## config.mk

```make
export PLATFORM = sky130hd
export DESIGN_NAME = tbpw_top
export DESIGN_NICKNAME = d
export VERILOG_FILES = /design/src/verilog/tbpw_pkg.sv /design/src/verilog/tbpw_top.sv /design/src/verilog/tbpw_timer.sv /design/src/verilog/tbpw_compare.sv
export SDC_FILE = /design/constraint.sdc
export NUM_CORES = 1
export LEC_CHECK = 0
export BUFFER_PORTS_ARGS = -buffer_cell sky130_fd_sc_hd__buf_2
export CAP_MARGIN = 20
export CORE_ASPECT_RATIO = 2
export CORE_MARGIN = 5
export CORE_UTILIZATION = 49
export DETAILED_ROUTE_END_ITERATION = 8
export PLACE_DENSITY = 0.76
export SLEW_MARGIN = 10
export SYNTH_ARGS = -nofsm -noshare
export SYNTH_HDL_FRONTEND = slang
export SYNTH_SLANG_ARGS = --single-unit
```

## constraint.sdc

```tcl
create_clock -name CLOCK_I -period 2.5 [get_ports CLOCK_I]
set_clock_uncertainty 0.1 [all_clocks]
set_input_delay 0.625 -clock CLOCK_I [delete_from_list [all_inputs] [get_ports CLOCK_I]]
set_output_delay 0.625 -clock CLOCK_I [all_outputs]
set_load 0.02 [all_outputs]
```

## src/verilog/tbpw_pkg.sv

```systemverilog
// Package: register map, fields, reset values and enums of the PWM block
package tbpw_pkg;

    // ----------------------------------------------------------------
    // Register map (byte addresses)
    // ----------------------------------------------------------------
    localparam logic [11:0] ADDR_PERIOD_LIMIT = 12'h000;
    localparam logic [11:0] ADDR_PERIOD_TIMER = 12'h004;
    localparam logic [11:0] ADDR_DUTY_HIGH = 12'h008;
    localparam logic [11:0] ADDR_DUTY_LOW = 12'h00C;
    localparam logic [11:0] ADDR_CONTROL = 12'h010;
    localparam logic [11:0] ADDR_STATUS = 12'h014;

    // ----------------------------------------------------------------
    // Field layout
    // ----------------------------------------------------------------
    localparam int CTRL_ENABLE_BIT = 0;
    localparam int CTRL_PRESCALE_LSB = 1;
    localparam int CTRL_PRESCALE_MSB = 2;
    localparam int CTRL_TIMER_SEL_BIT = 3;
    localparam int DUTY_LOW_LSB = 6;
    localparam int DUTY_LOW_MSB = 7;
    localparam int STAT_OUTPUT_BIT = 0;
    localparam int STAT_RUNNING_BIT = 1;
    localparam int STAT_ACTIVE_LSB = 8;
    localparam int STAT_ACTIVE_MSB = 17;

    // ----------------------------------------------------------------
    // Widths and reset values
    // ----------------------------------------------------------------
    localparam int TIMER_WIDTH = 8;
    localparam int DUTY_WIDTH = 10;
    localparam int PRESCALE_WIDTH = 6;
    localparam logic [7:0] PERIOD_LIMIT_RESET = 8'hFF;
    localparam logic [9:0] DUTY_RESET = 10'h000;
    localparam logic [1:0] OSC_PHASE_LAST = 2'h3;
    localparam logic [31:0] READ_ZERO = 32'h0000_0000;

    // Prescale select codes: 1:1, 1:4, 1:16, 1:64
    typedef enum logic [1:0] {
        PRESCALE_1 = 2'h0,
        PRESCALE_4 = 2'h1,
        PRESCALE_16 = 2'h2,
        PRESCALE_64 = 2'h3
    } tbpw_prescale_type;

    typedef enum logic [2:0] {
        ST_IDLE = 3'b001,
        ST_HIGH = 3'b010,
        ST_LOW = 3'b100
    } tbpw_state_type;

    // Timer tick bundle handed to the comparator
    typedef struct packed {
        logic tick;
        logic rollover;
        logic [9:0] time_base;
        logic running;
    } tbpw_base_type;

    // Configuration bundle from the register file
    typedef struct packed {
        logic enable;
        tbpw_prescale_type prescale;
        logic [7:0] period_limit;
    } tbpw_config_type;

endpackage : tbpw_pkg

```

## src/verilog/tbpw_top.sv

```systemverilog
// Top: APB register file, reset synchroniser, timer and comparator
//
// The APB interface to the registers and the register addresses were chosen for this implementation.
`timescale 1ns/1ps
module tbpw_top
    import tbpw_pkg::*;
(
    input wire logic CLOCK_I,
    input wire logic RESETN_I,
    input wire logic PSEL_I,
    input wire logic PENABLE_I,
    input wire logic PWRITE_I,
    input wire logic [11:0] PADDR_I,
    input wire logic [31:0] PWDATA_I,
    output logic [31:0] PRDATA_O,
    output logic PREADY_O,
    output logic PSLVERR_O,
    output logic PWM_O
);

    // ----------------------------------------------------------------
    // Reset release
    // ----------------------------------------------------------------
    logic rst_meta_n;
    logic rst_n;

    always_ff @(posedge CLOCK_I or negedge RESETN_I) begin
        if (!RESETN_I) begin
            rst_meta_n <= 1'b0;
            rst_n <= 1'b0;
        end else begin
            rst_meta_n <= 1'b1;
            rst_n <= rst_meta_n;
        end
    end

    // ----------------------------------------------------------------
    // Registers
    // ----------------------------------------------------------------
    logic [7:0] period_limit;
    logic [7:0] duty_high;
    logic [1:0] duty_low;
    logic enable;
    tbpw_prescale_type prescale;
    logic timer_sel;
    tbpw_config_type cfg;
    tbpw_base_type base;
    logic [7:0] period_timer;
    logic [9:0] duty_value_reg;
    logic [9:0] active_duty;
    logic pwm_level;
    logic access;
    logic write_en;
    logic hit;
    logic [31:0] next_rdata;

    assign access = PSEL_I && PENABLE_I;
    assign write_en = access && PWRITE_I;
    assign hit = (PADDR_I == ADDR_PERIOD_LIMIT) || (PADDR_I == ADDR_PERIOD_TIMER) ||
                 (PADDR_I == ADDR_DUTY_HIGH) || (PADDR_I == ADDR_DUTY_LOW) ||
                 (PADDR_I == ADDR_CONTROL) || (PADDR_I == ADDR_STATUS);

    always_ff @(posedge CLOCK_I or negedge rst_n) begin
        if (!rst_n) begin
            period_limit <= PERIOD_LIMIT_RESET;
        end else if (write_en && (PADDR_I == ADDR_PERIOD_LIMIT)) begin
            period_limit <= PWDATA_I[7:0];
        end
    end

    // Duty buffer: written any time, output untouched until rollover
    always_ff @(posedge CLOCK_I or negedge rst_n) begin
        if (!rst_n) begin
            duty_high <= 8'h00;
        end else if (write_en && (PADDR_I == ADDR_DUTY_HIGH)) begin
            duty_high <= PWDATA_I[7:0];
        end
    end

    always_ff @(posedge CLOCK_I or negedge rst_n) begin
        if (!rst_n) begin
            duty_low <= 2'h0;
        end else if (write_en && (PADDR_I == ADDR_DUTY_LOW)) begin
            duty_low <= PWDATA_I[DUTY_LOW_MSB:DUTY_LOW_LSB];
        end
    end

    always_ff @(posedge CLOCK_I or negedge rst_n) begin
        if (!rst_n) begin
            enable <= 1'b0;
            prescale <= PRESCALE_1;
            timer_sel <= 1'b0;
        end else if (write_en && (PADDR_I == ADDR_CONTROL)) begin
            enable <= PWDATA_I[CTRL_ENABLE_BIT];
            prescale <= tbpw_prescale_type'(PWDATA_I[CTRL_PRESCALE_MSB:CTRL_PRESCALE_LSB]);
            timer_sel <= PWDATA_I[CTRL_TIMER_SEL_BIT];
        end
    end

    assign duty_value_reg = {duty_high, duty_low};
    assign cfg.enable = enable;
    assign cfg.prescale = prescale;
    assign cfg.period_limit = period_limit;

    // ----------------------------------------------------------------
    // Timer and comparator
    // ----------------------------------------------------------------
    tbpw_timer u_timer (
        .clk_i(CLOCK_I),
        .rst_n_i(rst_n),
        .cfg_i(cfg),
        .base_o(base),
        .count_o(period_timer)
    );

    tbpw_compare u_compare (
        .clk_i(CLOCK_I),
        .rst_n_i(rst_n),
        .base_i(base),
        .duty_buffer_i(duty_value_reg),
        .pwm_o(pwm_level),
        .active_duty_o(active_duty)
    );

    always_ff @(posedge CLOCK_I or negedge rst_n) begin
        if (!rst_n) begin
            PWM_O <= 1'b0;
        end else begin
            PWM_O <= pwm_level;
        end
    end

    // ----------------------------------------------------------------
    // APB read and answer
    // ----------------------------------------------------------------
    always_comb begin
        next_rdata = READ_ZERO;
        if (PADDR_I == ADDR_PERIOD_LIMIT) begin
            next_rdata[7:0] = period_limit;
        end else if (PADDR_I == ADDR_PERIOD_TIMER) begin
            next_rdata[7:0] = period_timer;
        end else if (PADDR_I == ADDR_DUTY_HIGH) begin
            next_rdata[7:0] = duty_high;
        end else if (PADDR_I == ADDR_DUTY_LOW) begin
            next_rdata[DUTY_LOW_MSB:DUTY_LOW_LSB] = duty_low;
        end else if (PADDR_I == ADDR_CONTROL) begin
            next_rdata[CTRL_ENABLE_BIT] = enable;
            next_rdata[CTRL_PRESCALE_MSB:CTRL_PRESCALE_LSB] = prescale;
            next_rdata[CTRL_TIMER_SEL_BIT] = timer_sel;
        end else if (PADDR_I == ADDR_STATUS) begin
            next_rdata[STAT_OUTPUT_BIT] = PWM_O;
            next_rdata[STAT_RUNNING_BIT] = base.running;
            next_rdata[STAT_ACTIVE_MSB:STAT_ACTIVE_LSB] = active_duty;
        end
    end

    // Zero wait states: ready rises in the access cycle
    always_ff @(posedge CLOCK_I or negedge rst_n) begin
        if (!rst_n) begin
            PREADY_O <= 1'b0;
            PSLVERR_O <= 1'b0;
            PRDATA_O <= READ_ZERO;
        end else begin
            PREADY_O <= PSEL_I && !PENABLE_I;
            PSLVERR_O <= PSEL_I && !PENABLE_I && !hit;
            PRDATA_O <= (PSEL_I && !PENABLE_I && !PWRITE_I) ? next_rdata : READ_ZERO;
        end
    end

endmodule : tbpw_top

```

## src/verilog/tbpw_timer.sv

```systemverilog
// Base timer: oscillator phase, prescaler, period counter and 10-bit time base
`timescale 1ns/1ps
module tbpw_timer
    import tbpw_pkg::*;
(
    input wire logic clk_i,
    input wire logic rst_n_i,
    input wire tbpw_config_type cfg_i,
    output tbpw_base_type base_o,
    output logic [7:0] count_o
);

    // ----------------------------------------------------------------
    // Oscillator phase and prescaler
    // ----------------------------------------------------------------
    logic [1:0] osc_phase;
    logic [PRESCALE_WIDTH-1:0] prescale_count;
    logic [7:0] period_timer;
    logic [PRESCALE_WIDTH-1:0] prescale_last;
    logic quarter_tick;
    logic timer_tick;
    logic [1:0] low_bits;

    assign quarter_tick = cfg_i.enable && (osc_phase == OSC_PHASE_LAST);

    always_comb begin
        case (cfg_i.prescale)
            PRESCALE_1: prescale_last = 6'h00;
            PRESCALE_4: prescale_last = 6'h03;
            PRESCALE_16: prescale_last = 6'h0F;
            default: prescale_last = 6'h3F;
        endcase
    end

    assign timer_tick = quarter_tick && (prescale_count == prescale_last);

    always_ff @(posedge clk_i or negedge rst_n_i) begin
        if (!rst_n_i) begin
            osc_phase <= 2'h0;
        end else if (!cfg_i.enable) begin
            osc_phase <= 2'h0;
        end else begin
            osc_phase <= osc_phase + 2'h1;
        end
    end

    always_ff @(posedge clk_i or negedge rst_n_i) begin
        if (!rst_n_i) begin
            prescale_count <= 6'h00;
        end else if (!cfg_i.enable || timer_tick) begin
            prescale_count <= 6'h00;
        end else if (quarter_tick) begin
            prescale_count <= prescale_count + 6'h01;
        end
    end

    // ----------------------------------------------------------------
    // Period counter
    // ----------------------------------------------------------------
    always_ff @(posedge clk_i or negedge rst_n_i) begin
        if (!rst_n_i) begin
            period_timer <= 8'h00;
        end else if (!cfg_i.enable) begin
            period_timer <= 8'h00;
        end else if (timer_tick) begin
            if (period_timer == cfg_i.period_limit) begin
                period_timer <= 8'h00;
            end else begin
                period_timer <= period_timer + 8'h01;
            end
        end
    end

    // Two low bits: oscillator phase at 1:1, top prescaler bits otherwise
    always_comb begin
        case (cfg_i.prescale)
            PRESCALE_1: low_bits = osc_phase;
            PRESCALE_4: low_bits = prescale_count[1:0];
            PRESCALE_16: low_bits = prescale_count[3:2];
            default: low_bits = prescale_count[5:4];
        endcase
    end

    assign base_o.tick = cfg_i.enable && (osc_phase == 2'h0) && (prescale_count == 6'h00);
    assign base_o.rollover = timer_tick && (period_timer == cfg_i.period_limit);
    assign base_o.time_base = {period_timer, low_bits};
    assign base_o.running = cfg_i.enable;
    assign count_o = period_timer;

endmodule : tbpw_timer

```

## src/verilog/tbpw_compare.sv

```systemverilog
// Duty comparator: latches the buffered duty and shapes the output level
`timescale 1ns/1ps
module tbpw_compare
    import tbpw_pkg::*;
(
    input wire logic clk_i,
    input wire logic rst_n_i,
    input wire tbpw_base_type base_i,
    input wire logic [9:0] duty_buffer_i,
    output logic pwm_o,
    output logic [9:0] active_duty_o
);

    tbpw_state_type state;
    tbpw_state_type next_state;
    logic [9:0] next_duty;

    // New duty taken on rollover, seen from the next time base start
    assign next_duty = duty_buffer_i;

    always_ff @(posedge clk_i or negedge rst_n_i) begin
        if (!rst_n_i) begin
            active_duty_o <= DUTY_RESET;
        end else if (base_i.rollover) begin
            active_duty_o <= next_duty;
        end
    end

    always_comb begin
        next_state = state;
        case (state)
            ST_IDLE: begin
                if (base_i.rollover) begin
                    next_state = (next_duty == DUTY_RESET) ? ST_LOW : ST_HIGH;
                end
            end
            ST_HIGH: begin
                if (base_i.rollover) begin
                    next_state = (next_duty == DUTY_RESET) ? ST_LOW : ST_HIGH;
                end else if (base_i.time_base >= active_duty_o) begin
                    next_state = ST_LOW;
                end
            end
            ST_LOW: begin
                if (base_i.rollover) begin
                    next_state = (next_duty == DUTY_RESET) ? ST_LOW : ST_HIGH;
                end
            end
            default: next_state = ST_IDLE;
        endcase
        if (!base_i.running) begin
            next_state = ST_IDLE;
        end
    end

    always_ff @(posedge clk_i or negedge rst_n_i) begin
        if (!rst_n_i) begin
            state <= ST_IDLE;
        end else begin
            state <= next_state;
        end
    end

    always_ff @(posedge clk_i or negedge rst_n_i) begin
        if (!rst_n_i) begin
            pwm_o <= 1'b0;
        end else begin
            // Rises one clock after period start, so high lasts exactly duty steps
            pwm_o <= base_i.running && (state == ST_HIGH) &&
                     (base_i.time_base < active_duty_o);
        end
    end

endmodule : tbpw_compare

```

==> summary.md, run 1 <==
| Metric | Value |
|---|---|
| Std-Cell Core Area | `7828 µm²` |
| Complex-gate fraction of the synthesized area | `11.30%` |
| Proportion of synthesized area in mux cells | `10.24%` |
| Synth Area in Simple Gates | `15.84%` |
| Wire length per cell after detailed routing | `17.57 µm` |
| Most instantiated library cell after synthesis | `sky130_fd_sc_hd__dfrtp_1` |
| Drc violations | `0` |
| Layout cell share with drive strength beyond 1 | `31.49%` |
| Global-route total usage across every layer | `20.16%` |
| Final net count | `492` |
| Most instantiated flip-flop cell in the synthesis netlist | `sky130_fd_sc_hd__dfrtp_1` |
| Post-synthesis async set-or-reset flop share | `100.0%` |
| Worst relative slew slack | `60.54%` |
| Synth Cell Area | `3886 µm²` |
| Static leakage | `2.366 nW` |
| Synth area leader | `sky130_fd_sc_hd__dfrtp_1` |
| Post-route minimum period | `2.447 ns` |
| Initial Utilization | `49.65%` |
| Fin cells | `531` |
| Synthesis warning total | `0` |
| FF+latch count, synth | `75` |
| Maximum clock rate | `0.4087 GHz` |
| Gp weighted congestion | `0.8990` |
| Count of flip-flops with a built-in enable after synthesis | `0` |
| Largest fanout on the critical path | `3` |
| WS Path Type | `flip-flop to flip-flop` |
| Clock Tree Buf Depth | `2` |
| Power per cell area | `722.2 nW/µm²` |
| Sinks on Clock Net | `75` |
| Area fraction of the dominant cell type after synthesis | `42.50%` |
| Number of optimization iterations in the first detailed-route pass | `5` |
| Source of the critical timing path | `prescale[1]` |
| WP data required | `2.62 ns` |
| Area Overhead vs Synth | `20.86%` |
| Syn Area/Cell | `10.80 µm²` |
| TritonCTS clock tree | `done` |
| Fin crit share | `97.88%` |
| Final number of setup-violating endpoints | `0` |
| Clock root buffer master | `sky130_fd_sc_hd__clkbuf_16` |
| Data arrival time of the critical path | `2.56 ns` |
| # diodes | `0` |
| Area share of xor/xnor cells in the synthesized design | `3.381%` |
| Register-to-Register Setup Slack | `0.05 ns` |
| Via count of the first global-routing pass | `3,078` |
| # H-tree levels | `3` |
| Placed Cells | `514` |
| Actual slew at the worst max-slew pin | `0.5919 ns` |
| Cells after Synth | `360` |
| Area enclosed by the die boundary | `9920 µm²` |
| TritonCTS buffer count | `9` |
| Synth top cells by count | `sky130_fd_sc_hd__dfrtp_1 (66), sky130_fd_sc_hd__nor2_1 (24), sky130_fd_sc_hd__nand3_1 (23), sky130_fd_sc_hd__mux2_2 (22), sky130_fd_sc_hd__inv_1 (20)` |
| Adder and majority gate portion of the synthesized area | `4.185%` |
| Leading cell types by total area after synthesis | `sky130_fd_sc_hd__dfrtp_1 (42%), sky130_fd_sc_hd__mux2_2 (6.4%), sky130_fd_sc_hd__dfstp_2 (6.1%), sky130_fd_sc_hd__ha_1 (4.2%), sky130_fd_sc_hd__nand3_1 (3.0%)` |
| Total of buffers placed on input and output ports | `45` |
| R2R cell count | `8` |
| Hold violation total from the final report | `0` |
| Overall die height | `135.9 µm` |
| Dominant combinational cell family by area after synthesis | `simple AND/OR/NAND/NOR gates` |
| Total Wirelength | `9.332 mm` |
| Global-route wire length before repair | `15.20 mm` |
| Sum of net half-perimeters after detailed placement | `6.978 mm` |
| Nature of the critical path endpoint | `flip-flop` |
| Number of DRC violations after detailed-routing iteration 0 | `186` |
| Placement Rows | `46` |
| Fraction of the yosys area taken by sequential cells | `48.58%` |
| Number of I/O pins | `84` |
| Number of nets with antenna violations after detailed routing | `0` |
| Clock latency of the later-clocked register in the worst-skew pair | `0.33 ns` |
| Status | `finished clean` |
| Largest net degree at the start of global routing | `41` |
| Startpoint Class | `flip-flop` |
| Critical register-to-register path startpoint | `prescale[1]` |
| Total number of vias | `3,004` |
| Highest ir drop seen on vdd | `0.5584 mV` |
| Number of fillers in the final layout | `653` |
| Final count of pins violating max slew | `0` |
| Vias/cell | `5.657` |
| Global-route congestion overflow total | `0` |
| Hold Path Class | `flip-flop to async pin` |
| Die width | `72.97 µm` |
| Clk slew on worst S/H paths | `0.06 ns` |
| Number of distinct library cells after synthesis | `52` |
| Max-cap check violation count | `0` |
| Core Util, Final | `60.01%` |
| Number of antenna violations at the first check in global routing | `0` |
| Endpoint of the worst register-to-register path | `u_compare.state[2]` |
## where the power goes
| group | switching (mW) | internal [mW] | leakage (nW) |
|---|---|---|---|
| Sequential | 0.0830 | 1.30 | 0.926 |
| Clock | 0.481 | 0.897 | 0.156 |
| Combinational | 0.339 | 0.287 | 1.29 |
## sequential cells by signal (all words and copies together) (netlist names), 2 cells and up
signal and count:
PRDATA_O 18, duty_high 8, duty_low 2, period_limit 8
prescale 2, u_compare.active_duty_o 10, u_compare.state 3, u_timer.count_o 8
u_timer.osc_phase 2, u_timer.prescale_count 6
## metal layers
layer  routed length [µm]  track usage [%]
met3                  512            4.811
met2                 4876            33.45
met4                  254            8.932
met5                    0                0
met1                 3690            24.43
## final cells by class
class	instances	area [µm²]	area share, %
multi-input cells	249	1838	39.13
well taps	96	120.1	2.557
clock inverters	5	77.57	1.652
inverters	20	75.07	1.598
flip-flops and latches	75	1891	40.25
repair buffers	75	452.9	9.643
clock buffers	11	242.7	5.168
## worst max path at each step
stage | endpoint | cells after the start
6_report | u_compare.state[2] | 8
5_1_grt | u_compare.state[2] | 8
4_1_cts | u_compare.state[2] | 8
3_5_place_dp | u_compare.state[2] | 8
3_3_place_gp | u_compare.state[2] | 8
2_1_floorplan | u_compare.state[2] | 9
## stage by stage
step | TNS, ns | instance area, µm² | hold slack [ns] | setup slack (ns) | total power, mW
3_3_place_gp | -0.02360 | 4330 | 0.1991 | -0.02360 | 1.963
4_1_cts | 0 | 4662 | 0.2119 | 0.01381 | 3.379
5_1_grt | -0.03352 | 4697 | 0.2503 | -0.03352 | 3.556
6_report | 0 | 4697 | 0.1873 | 0.05298 | 3.392
2_1_floorplan | 0 | 3935 | 0.2294 | 0.06444 | 1.810
3_5_place_dp | 0 | 4330 | 0.2046 | 0.01144 | 1.990
## worst max-delay path, cell delays in order, from the launching register on
cell and delay (ns):
sky130_fd_sc_hd__dfrtp_2 0.41, sky130_fd_sc_hd__mux4_2 0.50, sky130_fd_sc_hd__inv_1 0.06, sky130_fd_sc_hd__ha_1 0.21, sky130_fd_sc_hd__nand2b_1 0.18, sky130_fd_sc_hd__a2111oi_4 0.30
sky130_fd_sc_hd__or4_4 0.18, sky130_fd_sc_hd__a21oi_1 0.08, sky130_fd_sc_hd__o311a_1 0.30
## cells by family after synthesis
kind of cell,Yosys count
and+or+nand+nor,113
DFF,75
AOI/OAI and AO/OA,61
buffers and inverters,49
muxes,32
xor gates and xnor gates,15
adders and majority gates,13
other,2
## cells in the final DEF (no fill, tap or decap), types with 4 or more instances in the layout
master                      count
sky130_fd_sc_hd__a21oi_1       13
sky130_fd_sc_hd__a22o_1         6
sky130_fd_sc_hd__buf_2         45
sky130_fd_sc_hd__buf_4         29
sky130_fd_sc_hd__clkbuf_16      9
sky130_fd_sc_hd__conb_1        15
sky130_fd_sc_hd__dfrtp_1       64
sky130_fd_sc_hd__dfstp_2        9
sky130_fd_sc_hd__ha_1          12
sky130_fd_sc_hd__inv_1         20
sky130_fd_sc_hd__mux2_2        22
sky130_fd_sc_hd__mux2i_1        6
sky130_fd_sc_hd__mux4_2         4
sky130_fd_sc_hd__nand2_1       15
sky130_fd_sc_hd__nand2b_1       4
sky130_fd_sc_hd__nand3_1       23
sky130_fd_sc_hd__nand4_1        5
sky130_fd_sc_hd__nor2_1        24
sky130_fd_sc_hd__nor3_1         8
sky130_fd_sc_hd__nor4_1        14
sky130_fd_sc_hd__o211ai_1       5
sky130_fd_sc_hd__o21ai_0       17
sky130_fd_sc_hd__xnor2_1        5
sky130_fd_sc_hd__xor2_1        10
## repair_timing
item	in CTS	in global routing
pin swaps	0	2
hold buffers	1	0
resized for setup	1	5
endpoints found under the hold margin	2	0
setup buffers	0	0
setup endpoints to repair	1	2
gates cloned	0	0
Power figures use the tool's default switching activity.
==> run 2: changes to the inputs <==
--- a/config.mk
+++ b/config.mk
@@ -11,7 +11,7 @@
 export CORE_MARGIN = 5
 export CORE_UTILIZATION = 49
 export DETAILED_ROUTE_END_ITERATION = 8
-export PLACE_DENSITY = 0.76
+export PLACE_DENSITY = 0.85
 export SLEW_MARGIN = 10
 export SYNTH_ARGS = -nofsm -noshare
 export SYNTH_HDL_FRONTEND = slang
==> run 2 against run 1 <==
Net effect:
- the run now ends with negative setup slack left
- flip-flop and latch count did not move
- maximum frequency fell by 4.0%
- die area did not move
- sequential share of layout area fell by 0.080 points
- highest routed layer unchanged
==> summary.md, run 2 (synthesis gave the netlist of run 1 again) <==
| Metric | Value |
|---|---|
| TritonCTS buffer count | `9` |
| Via count of the first global-routing pass | `3,050` |
| WP data required | `2.62 ns` |
| Final count of pins violating max slew | `0` |
| Number of antenna violations at the first check in global routing | `0` |
| # diodes | `0` |
| Final net count | `489` |
| Layout cell share with drive strength beyond 1 | `31.71%` |
| Static leakage | `2.353 nW` |
| Nature of the critical path endpoint | `flip-flop` |
| Final number of setup-violating endpoints | `2` |
| Initial Utilization | `49.65%` |
| Worst relative slew slack | `59.22%` |
| Data arrival time of the critical path | `2.67 ns` |
| Global-route wire length before repair | `15.32 mm` |
| Maximum clock rate | `0.3923 GHz` |
| Critical register-to-register path startpoint | `prescale[1]` |
| WS Path Type | `flip-flop to flip-flop` |
| Source of the critical timing path | `prescale[1]` |
| Std-Cell Core Area | `7828 µm²` |
| Violations in the final reports | `negative setup slack` |
| Endpoint of the worst register-to-register path | `u_compare.state[1]` |
| Biggest regs | `PRDATA_O: 18 flops, u_compare.active_duty_o: 10 flops` |
| Sinks on Clock Net | `75` |
| Area enclosed by the die boundary | `9920 µm²` |
| Actual slew at the worst max-slew pin | `0.6117 ns` |
| Core Util, Final | `60.09%` |
| Clock Tree Buf Depth | `2` |
| Status | `finished with violations` |
| Total number of vias | `3,114` |
| Worst Slack Setup Final | `-0.04926 ns` |
| Number of DRC violations after detailed-routing iteration 0 | `363` |
| Vias/cell | `5.898` |
| Area Overhead vs Synth | `21.02%` |
| Number of nets with antenna violations after detailed routing | `0` |
| Global-route total usage across every layer | `20.52%` |
| # H-tree levels | `3` |
| Placement Rows | `46` |
| Drc violations | `0` |
| Highest ir drop seen on vdd | `0.6665 mV` |
| Die width | `72.97 µm` |
| Total of buffers placed on input and output ports | `45` |
| Clk slew on worst S/H paths | `0.06 ns` |
| Number of optimization iterations in the first detailed-route pass | `5` |
| Wire length per cell after detailed routing | `18.13 µm` |
| Fin cells | `528` |
| Max FFs per register | `18` |
| R2R cell count | `8` |
| Critical path destination | `u_compare.state[1]` |
| Final Total Pwr | `3.455 mW` |
| RSZ-0062 raised after global routing | `yes` |
| Commonest non-fill, non-tap cell in the layout | `sky130_fd_sc_hd__dfrtp_1` |
| Hold violation total from the final report | `0` |
| Gp weighted congestion | `0.8918` |
| Power per cell area | `734.6 nW/µm²` |
| Largest fanout on the critical path | `2` |
| Accumulated negative setup slack | `-0.07849 ns` |
| TritonCTS clock tree | `done` |
| Sum of net half-perimeters after detailed placement | `6.927 mm` |
| Clock root buffer master | `sky130_fd_sc_hd__clkbuf_16` |
| Max-cap check violation count | `0` |
| Top library cells by usage in the layout, fill and taps aside | `sky130_fd_sc_hd__dfrtp_1 (65), sky130_fd_sc_hd__buf_2 (45), sky130_fd_sc_hd__buf_4 (25)` |
| Placed Cells | `510` |
| Fin crit share | `102.0%` |
| Hold Path Class | `flip-flop to async pin` |
| Largest net degree at the start of global routing | `30` |
| Number of I/O pins | `84` |
| Global-route congestion overflow total | `0` |
| Largest Register | `PRDATA_O` |
| Startpoint Class | `flip-flop` |
| Clock latency of the later-clocked register in the worst-skew pair | `0.34 ns` |
| Register-to-Register Setup Slack | `-0.05 ns` |
| Overall die height | `135.9 µm` |
| Post-route minimum period | `2.549 ns` |
| Tightest hold margin | `0.09902 ns` |
| Total Wirelength | `9.572 mm` |
==> run 2: cell types whose count changed in the layout (fill, tap and decap cells not counted) <==
cell                         previous run  this run
sky130_fd_sc_hd__clkinv_4               0         1
sky130_fd_sc_hd__clkinvlp_4             1         2
sky130_fd_sc_hd__a21oi_4                0         1
sky130_fd_sc_hd__nand2b_1               4         3
sky130_fd_sc_hd__nand2b_4               0         1
sky130_fd_sc_hd__clkbuf_1               1         0
sky130_fd_sc_hd__inv_2                  0         1
sky130_fd_sc_hd__dfrtp_2                2         1
sky130_fd_sc_hd__buf_6                  0         1
sky130_fd_sc_hd__a21oi_1               13        12
sky130_fd_sc_hd__buf_4                 29        25
sky130_fd_sc_hd__dfrtp_1               64        65
sky130_fd_sc_hd__inv_1                 20        19
sky130_fd_sc_hd__clkinv_2               2         1
==> run 2: power breakdown <==
| group | internal [mW] | total (mW) | switching [mW] |
|---|---|---|---|
| clock | 0.900 | 1.41 | 0.511 |
| combinational | 0.303 | 0.659 | 0.357 |
| sequential | 1.30 | 1.38 | 0.0802 |
| total | 2.51 | 3.45 | 0.948 |
==> run 2: area by class of cell <==
class	instances	area, µm²
Sequential cell	75	1889
Timing Repair Buffer	72	434.2
Fill cell	643	3124
Multi-Input combinational cell	249	1857
Tap cell	96	120.1
Clock buffer	10	239.0
Clock inverter	6	88.84
Inverter	20	75.07
==> run 2: worst max-delay path, cell delays in order (launching register included) <==
cell	delay, ns
sky130_fd_sc_hd__dfrtp_1	0.43
sky130_fd_sc_hd__buf_6	0.13
sky130_fd_sc_hd__mux4_2	0.54
sky130_fd_sc_hd__ha_4	0.31
sky130_fd_sc_hd__a2111oi_4	0.07
sky130_fd_sc_hd__or4_4	0.55
sky130_fd_sc_hd__buf_4	0.15
sky130_fd_sc_hd__nand2_1	0.07
sky130_fd_sc_hd__o21ai_0	0.08
==> run 2: repair_timing <==
| action | in CTS | in global routing |
|---|---|---|
| setup endpoints to repair | 1 | 3 |
| pin swaps | 1 | 2 |
| cloned | 0 | 0 |
| endpoints found under the hold margin | 2 | 0 |
| setup buffers | 1 | 0 |
| gates resized for setup | 2 | 8 |
| hold buffers | 1 | 0 |
==> run 2: worst min-delay path by stage <==
stage | end | cells past startpoint | start | slack, ns
after global placement | PRDATA_O[9] | 0 | rst_n | 0.10
final | PRDATA_O[13] | 0 | rst_n | 0.1
after global routing | PRDATA_O[12] | 0 | rst_n | 0.16
after floorplan | rst_meta_n | 0 | RESETN_I | 0.23
after detailed placement | u_timer.prescale_count[3] | 0 | rst_n | 0.12
after CTS | u_timer.prescale_count[3] | 0 | rst_n | 0.12
==> run 2: stage by stage <==
| step | setup slack, ns | instance area, µm² |
|---|---|---|
| final | -0.04926 | 4703 |
| after global routing | -0.08126 | 4703 |
| after CTS | 0.008680 | 4652 |
| after detailed placement | -0.03222 | 4300 |
| after global placement | 0.01749 | 4300 |
| after floorplan | 0.06444 | 3935 |
==> run 2: metal layers <==
layer	routed length, µm	GRT usage (%)	part of all wire, %
met1	3526	26.08	37
met2	4913	32.34	51
met3	762	4.145	8.0
met4	369	10.99	3.9
met5	0	0	0
==> run 3: changes to the inputs <==
--- a/config.mk
+++ b/config.mk
@@ -12,6 +12,7 @@
 export CORE_UTILIZATION = 49
 export DETAILED_ROUTE_END_ITERATION = 8
 export PLACE_DENSITY = 0.85
+export SETUP_SLACK_MARGIN = 0.5
 export SLEW_MARGIN = 10
 export SYNTH_ARGS = -nofsm -noshare
 export SYNTH_HDL_FRONTEND = slang
==> constraint.sdc (replaced) <==
create_clock -name CLOCK_I -period 2.5 [get_ports CLOCK_I]
set_clock_uncertainty 0.1 [all_clocks]
set_input_delay 0.625 -clock CLOCK_I [delete_from_list [all_inputs] [get_ports CLOCK_I]]
set_output_delay 0.625 -clock CLOCK_I [all_outputs]
set_load 0.005 [all_outputs]
==> run 3 against run 2 <==
Net effect:
- the flow now finishes without violations
- flip-flop and latch count stayed put
- sequential power hardly changed
- global-route usage grew 1.6 points
- die area unchanged
- combinational power is 5.5% higher
- critical path type unchanged
- critical endpoint is now u_compare.state[2]
==> summary.md, run 3 (synthesis gave the netlist of run 1 again) <==
| Metric | Value |
|---|---|
| Total of buffers placed on input and output ports | `45` |
| Global-route wire length before repair | `16.68 mm` |
| WS Path Type | `flip-flop to flip-flop` |
| Largest net degree at the start of global routing | `74` |
| Accumulated negative setup slack | `0 ns` |
| Final net count | `497` |
| Die width | `72.97 µm` |
| Biggest regs | `PRDATA_O: 18 flops, u_compare.active_duty_o: 10 flops` |
| Nature of the critical path endpoint | `flip-flop` |
| Actual slew at the worst max-slew pin | `0.7989 ns` |
| Global-route congestion overflow total | `0` |
| Number of antenna violations at the first check in global routing | `0` |
| Vias/cell | `6.052` |
| Final number of setup-violating endpoints | `0` |
| Max FFs per register | `18` |
| Final design area excluding fillers | `4996 µm²` |
| Sinks on Clock Net | `75` |
| Total Wirelength | `10.47 mm` |
| Final count of pins violating max slew | `0` |
| Power per cell area | `695.8 nW/µm²` |
| Area enclosed by the die boundary | `9920 µm²` |
| Final Total Pwr | `3.476 mW` |
| Maximum clock rate | `0.4100 GHz` |
| Largest fanout on the critical path | `4` |
| Startpoint Class | `flip-flop` |
| Hold violation total from the final report | `0` |
| Clock latency of the later-clocked register in the worst-skew pair | `0.34 ns` |
| Number of DRC violations after detailed-routing iteration 0 | `355` |
| Via count of the first global-routing pass | `3,323` |
| Initial Utilization | `49.65%` |
| Number of optimization iterations in the first detailed-route pass | `5` |
| WP data required | `2.62 ns` |
| TritonCTS buffer count | `9` |
| Slowest stage cell, crit path | `sky130_fd_sc_hd__mux4_2` |
| TritonCTS clock tree | `done` |
| Placement Rows | `46` |
| Clk slew on worst S/H paths | `0.06 ns` |
| Top library cells by usage in the layout, fill and taps aside | `sky130_fd_sc_hd__dfrtp_1 (64), sky130_fd_sc_hd__buf_2 (44), sky130_fd_sc_hd__nor2_1 (24)` |
| Largest Register | `PRDATA_O` |
| # diodes | `0` |
| Sum of net half-perimeters after detailed placement | `6.872 mm` |
| Gp weighted congestion | `0.8718` |
| Layout cell share with drive strength beyond 1 | `37.50%` |
| Max stage delay on crit path | `0.54 ns` |
| R2R cell count | `8` |
| Clock root buffer master | `sky130_fd_sc_hd__clkbuf_16` |
| Static leakage | `2.441 nW` |
| Clock Tree Buf Depth | `2` |
| Data arrival time of the critical path | `2.56 ns` |
| Wire length per cell after detailed routing | `19.54 µm` |
| Number of fillers in the final layout | `599` |
| Total number of vias | `3,244` |
| Post-route minimum period | `2.439 ns` |
| Worst relative slew slack | `46.74%` |
| # H-tree levels | `3` |
| Fin crit share | `97.57%` |
| Post-Place Cell Area | `4327 µm²` |
| List of cells traversed by the critical path | `mux4_2 -> inv_2 -> ha_4 -> nand2b_4 -> a2111oi_4 -> or4_4 -> a21oi_2 -> o311a_1` |
| Number of nets with antenna violations after detailed routing | `0` |
| Std-Cell Core Area | `7828 µm²` |
| Drc violations | `0` |
| Global-route total usage across every layer | `22.15%` |
| Area Overhead vs Synth | `28.56%` |
| Commonest non-fill, non-tap cell in the layout | `sky130_fd_sc_hd__dfrtp_1` |
| Combined area of the multi-input logic cells | `2022 µm²` |
| Number of I/O pins | `84` |
| Hold Path Class | `flip-flop to async pin` |
| RSZ-0062 raised after global routing | `yes` |
| Status | `finished clean` |
| Max-cap check violation count | `0` |
| Highest ir drop seen on vdd | `0.6540 mV` |
| Overall die height | `135.9 µm` |
| Seq. cell area | `1891 µm²` |
run 3: changes by cell type in the layout (fill, tap and decap cells not counted), moves of 5 or more:
cell                      delta
sky130_fd_sc_hd__mux2_2      -9
sky130_fd_sc_hd__o21ai_1    +11
sky130_fd_sc_hd__buf_4       -5
sky130_fd_sc_hd__mux2_4      +9
sky130_fd_sc_hd__buf_6      +12
sky130_fd_sc_hd__o21ai_0    -12
run 3: cell type report:
class	count	share of cell area (%)
inverter	20	1.503
multi-input combinational	249	40.47
sequential	75	37.84
tap	96	2.404
timing repair buffer	80	11.24
clock inverter	7	2.029
clock buffer	9	4.508
run 3: worst max-delay path: cells and delay by family (launching register included):
family	cells	cell delay, ns
DFF	1	0.44
buffers and inverters	1	0.09
AOI/OAI and AO/OA	3	0.64
muxes	1	0.54
adders and majority gates	1	0.19
and+or+nand+nor	2	0.32
run 3: per-stage QoR:
stage	util, %	worst slack [ns]	hold slack, ns	std cells
6_report	63.83	0.06081	0.1882	536
5_1_grt	63.83	-0.01331	0.2411	536
3_3_place_gp	55.27	-0.01065	0.2044	506
3_5_place_dp	55.27	-0.03781	0.2145	506
4_1_cts	62.85	0.1009	0.2168	535
2_1_floorplan	-	0.1620	0.2294	373
run 3: layer usage:
metal | wire, µm | part of all wire, % | track usage, % | up-vias
li1 | - | - | - | 1433
met1 | 3692 | 35 | 25.82 | 1578
met2 | 5368 | 51 | 36.57 | 186
met3 | 914 | 8.7 | 6.218 | 47
met4 | 500 | 4.8 | 11.09 | 0
met5 | 0 | 0 | 0 | -
run 3: what timing repair did:
item,in CTS,in global routing
setup endpoints to repair,39,39
hold buffers,1,0
setup buffers,10,1
resized for setup,47,17
pin swaps,13,9
gates cloned,2,0
hold endpoints to repair,2,0
run 3: path summary, 6_finish.rpt:
| path | slack (ns) | endpoint | start |
|---|---|---|---|
| max in group asynchronous | 1.70 | rst_n | RESETN_I |
| min in group CLOCK_I | 0.26 | rst_n | rst_meta_n |
| hold / removal | 0.19 | PRDATA_O[9] | rst_n |
| setup / recovery | 0.06 | u_compare.state[2] | prescale[1] |
| hold reg to reg | 0.19 | PRDATA_O[9] | rst_n |
| setup reg to reg | 0.06 | u_compare.state[2] | prescale[1] |
run 3: report_power, final:
group	internal (mW)	switching (mW)
clock	0.879	0.515
combinational	0.319	0.376
sequential	1.30	0.0822
total	2.50	0.973
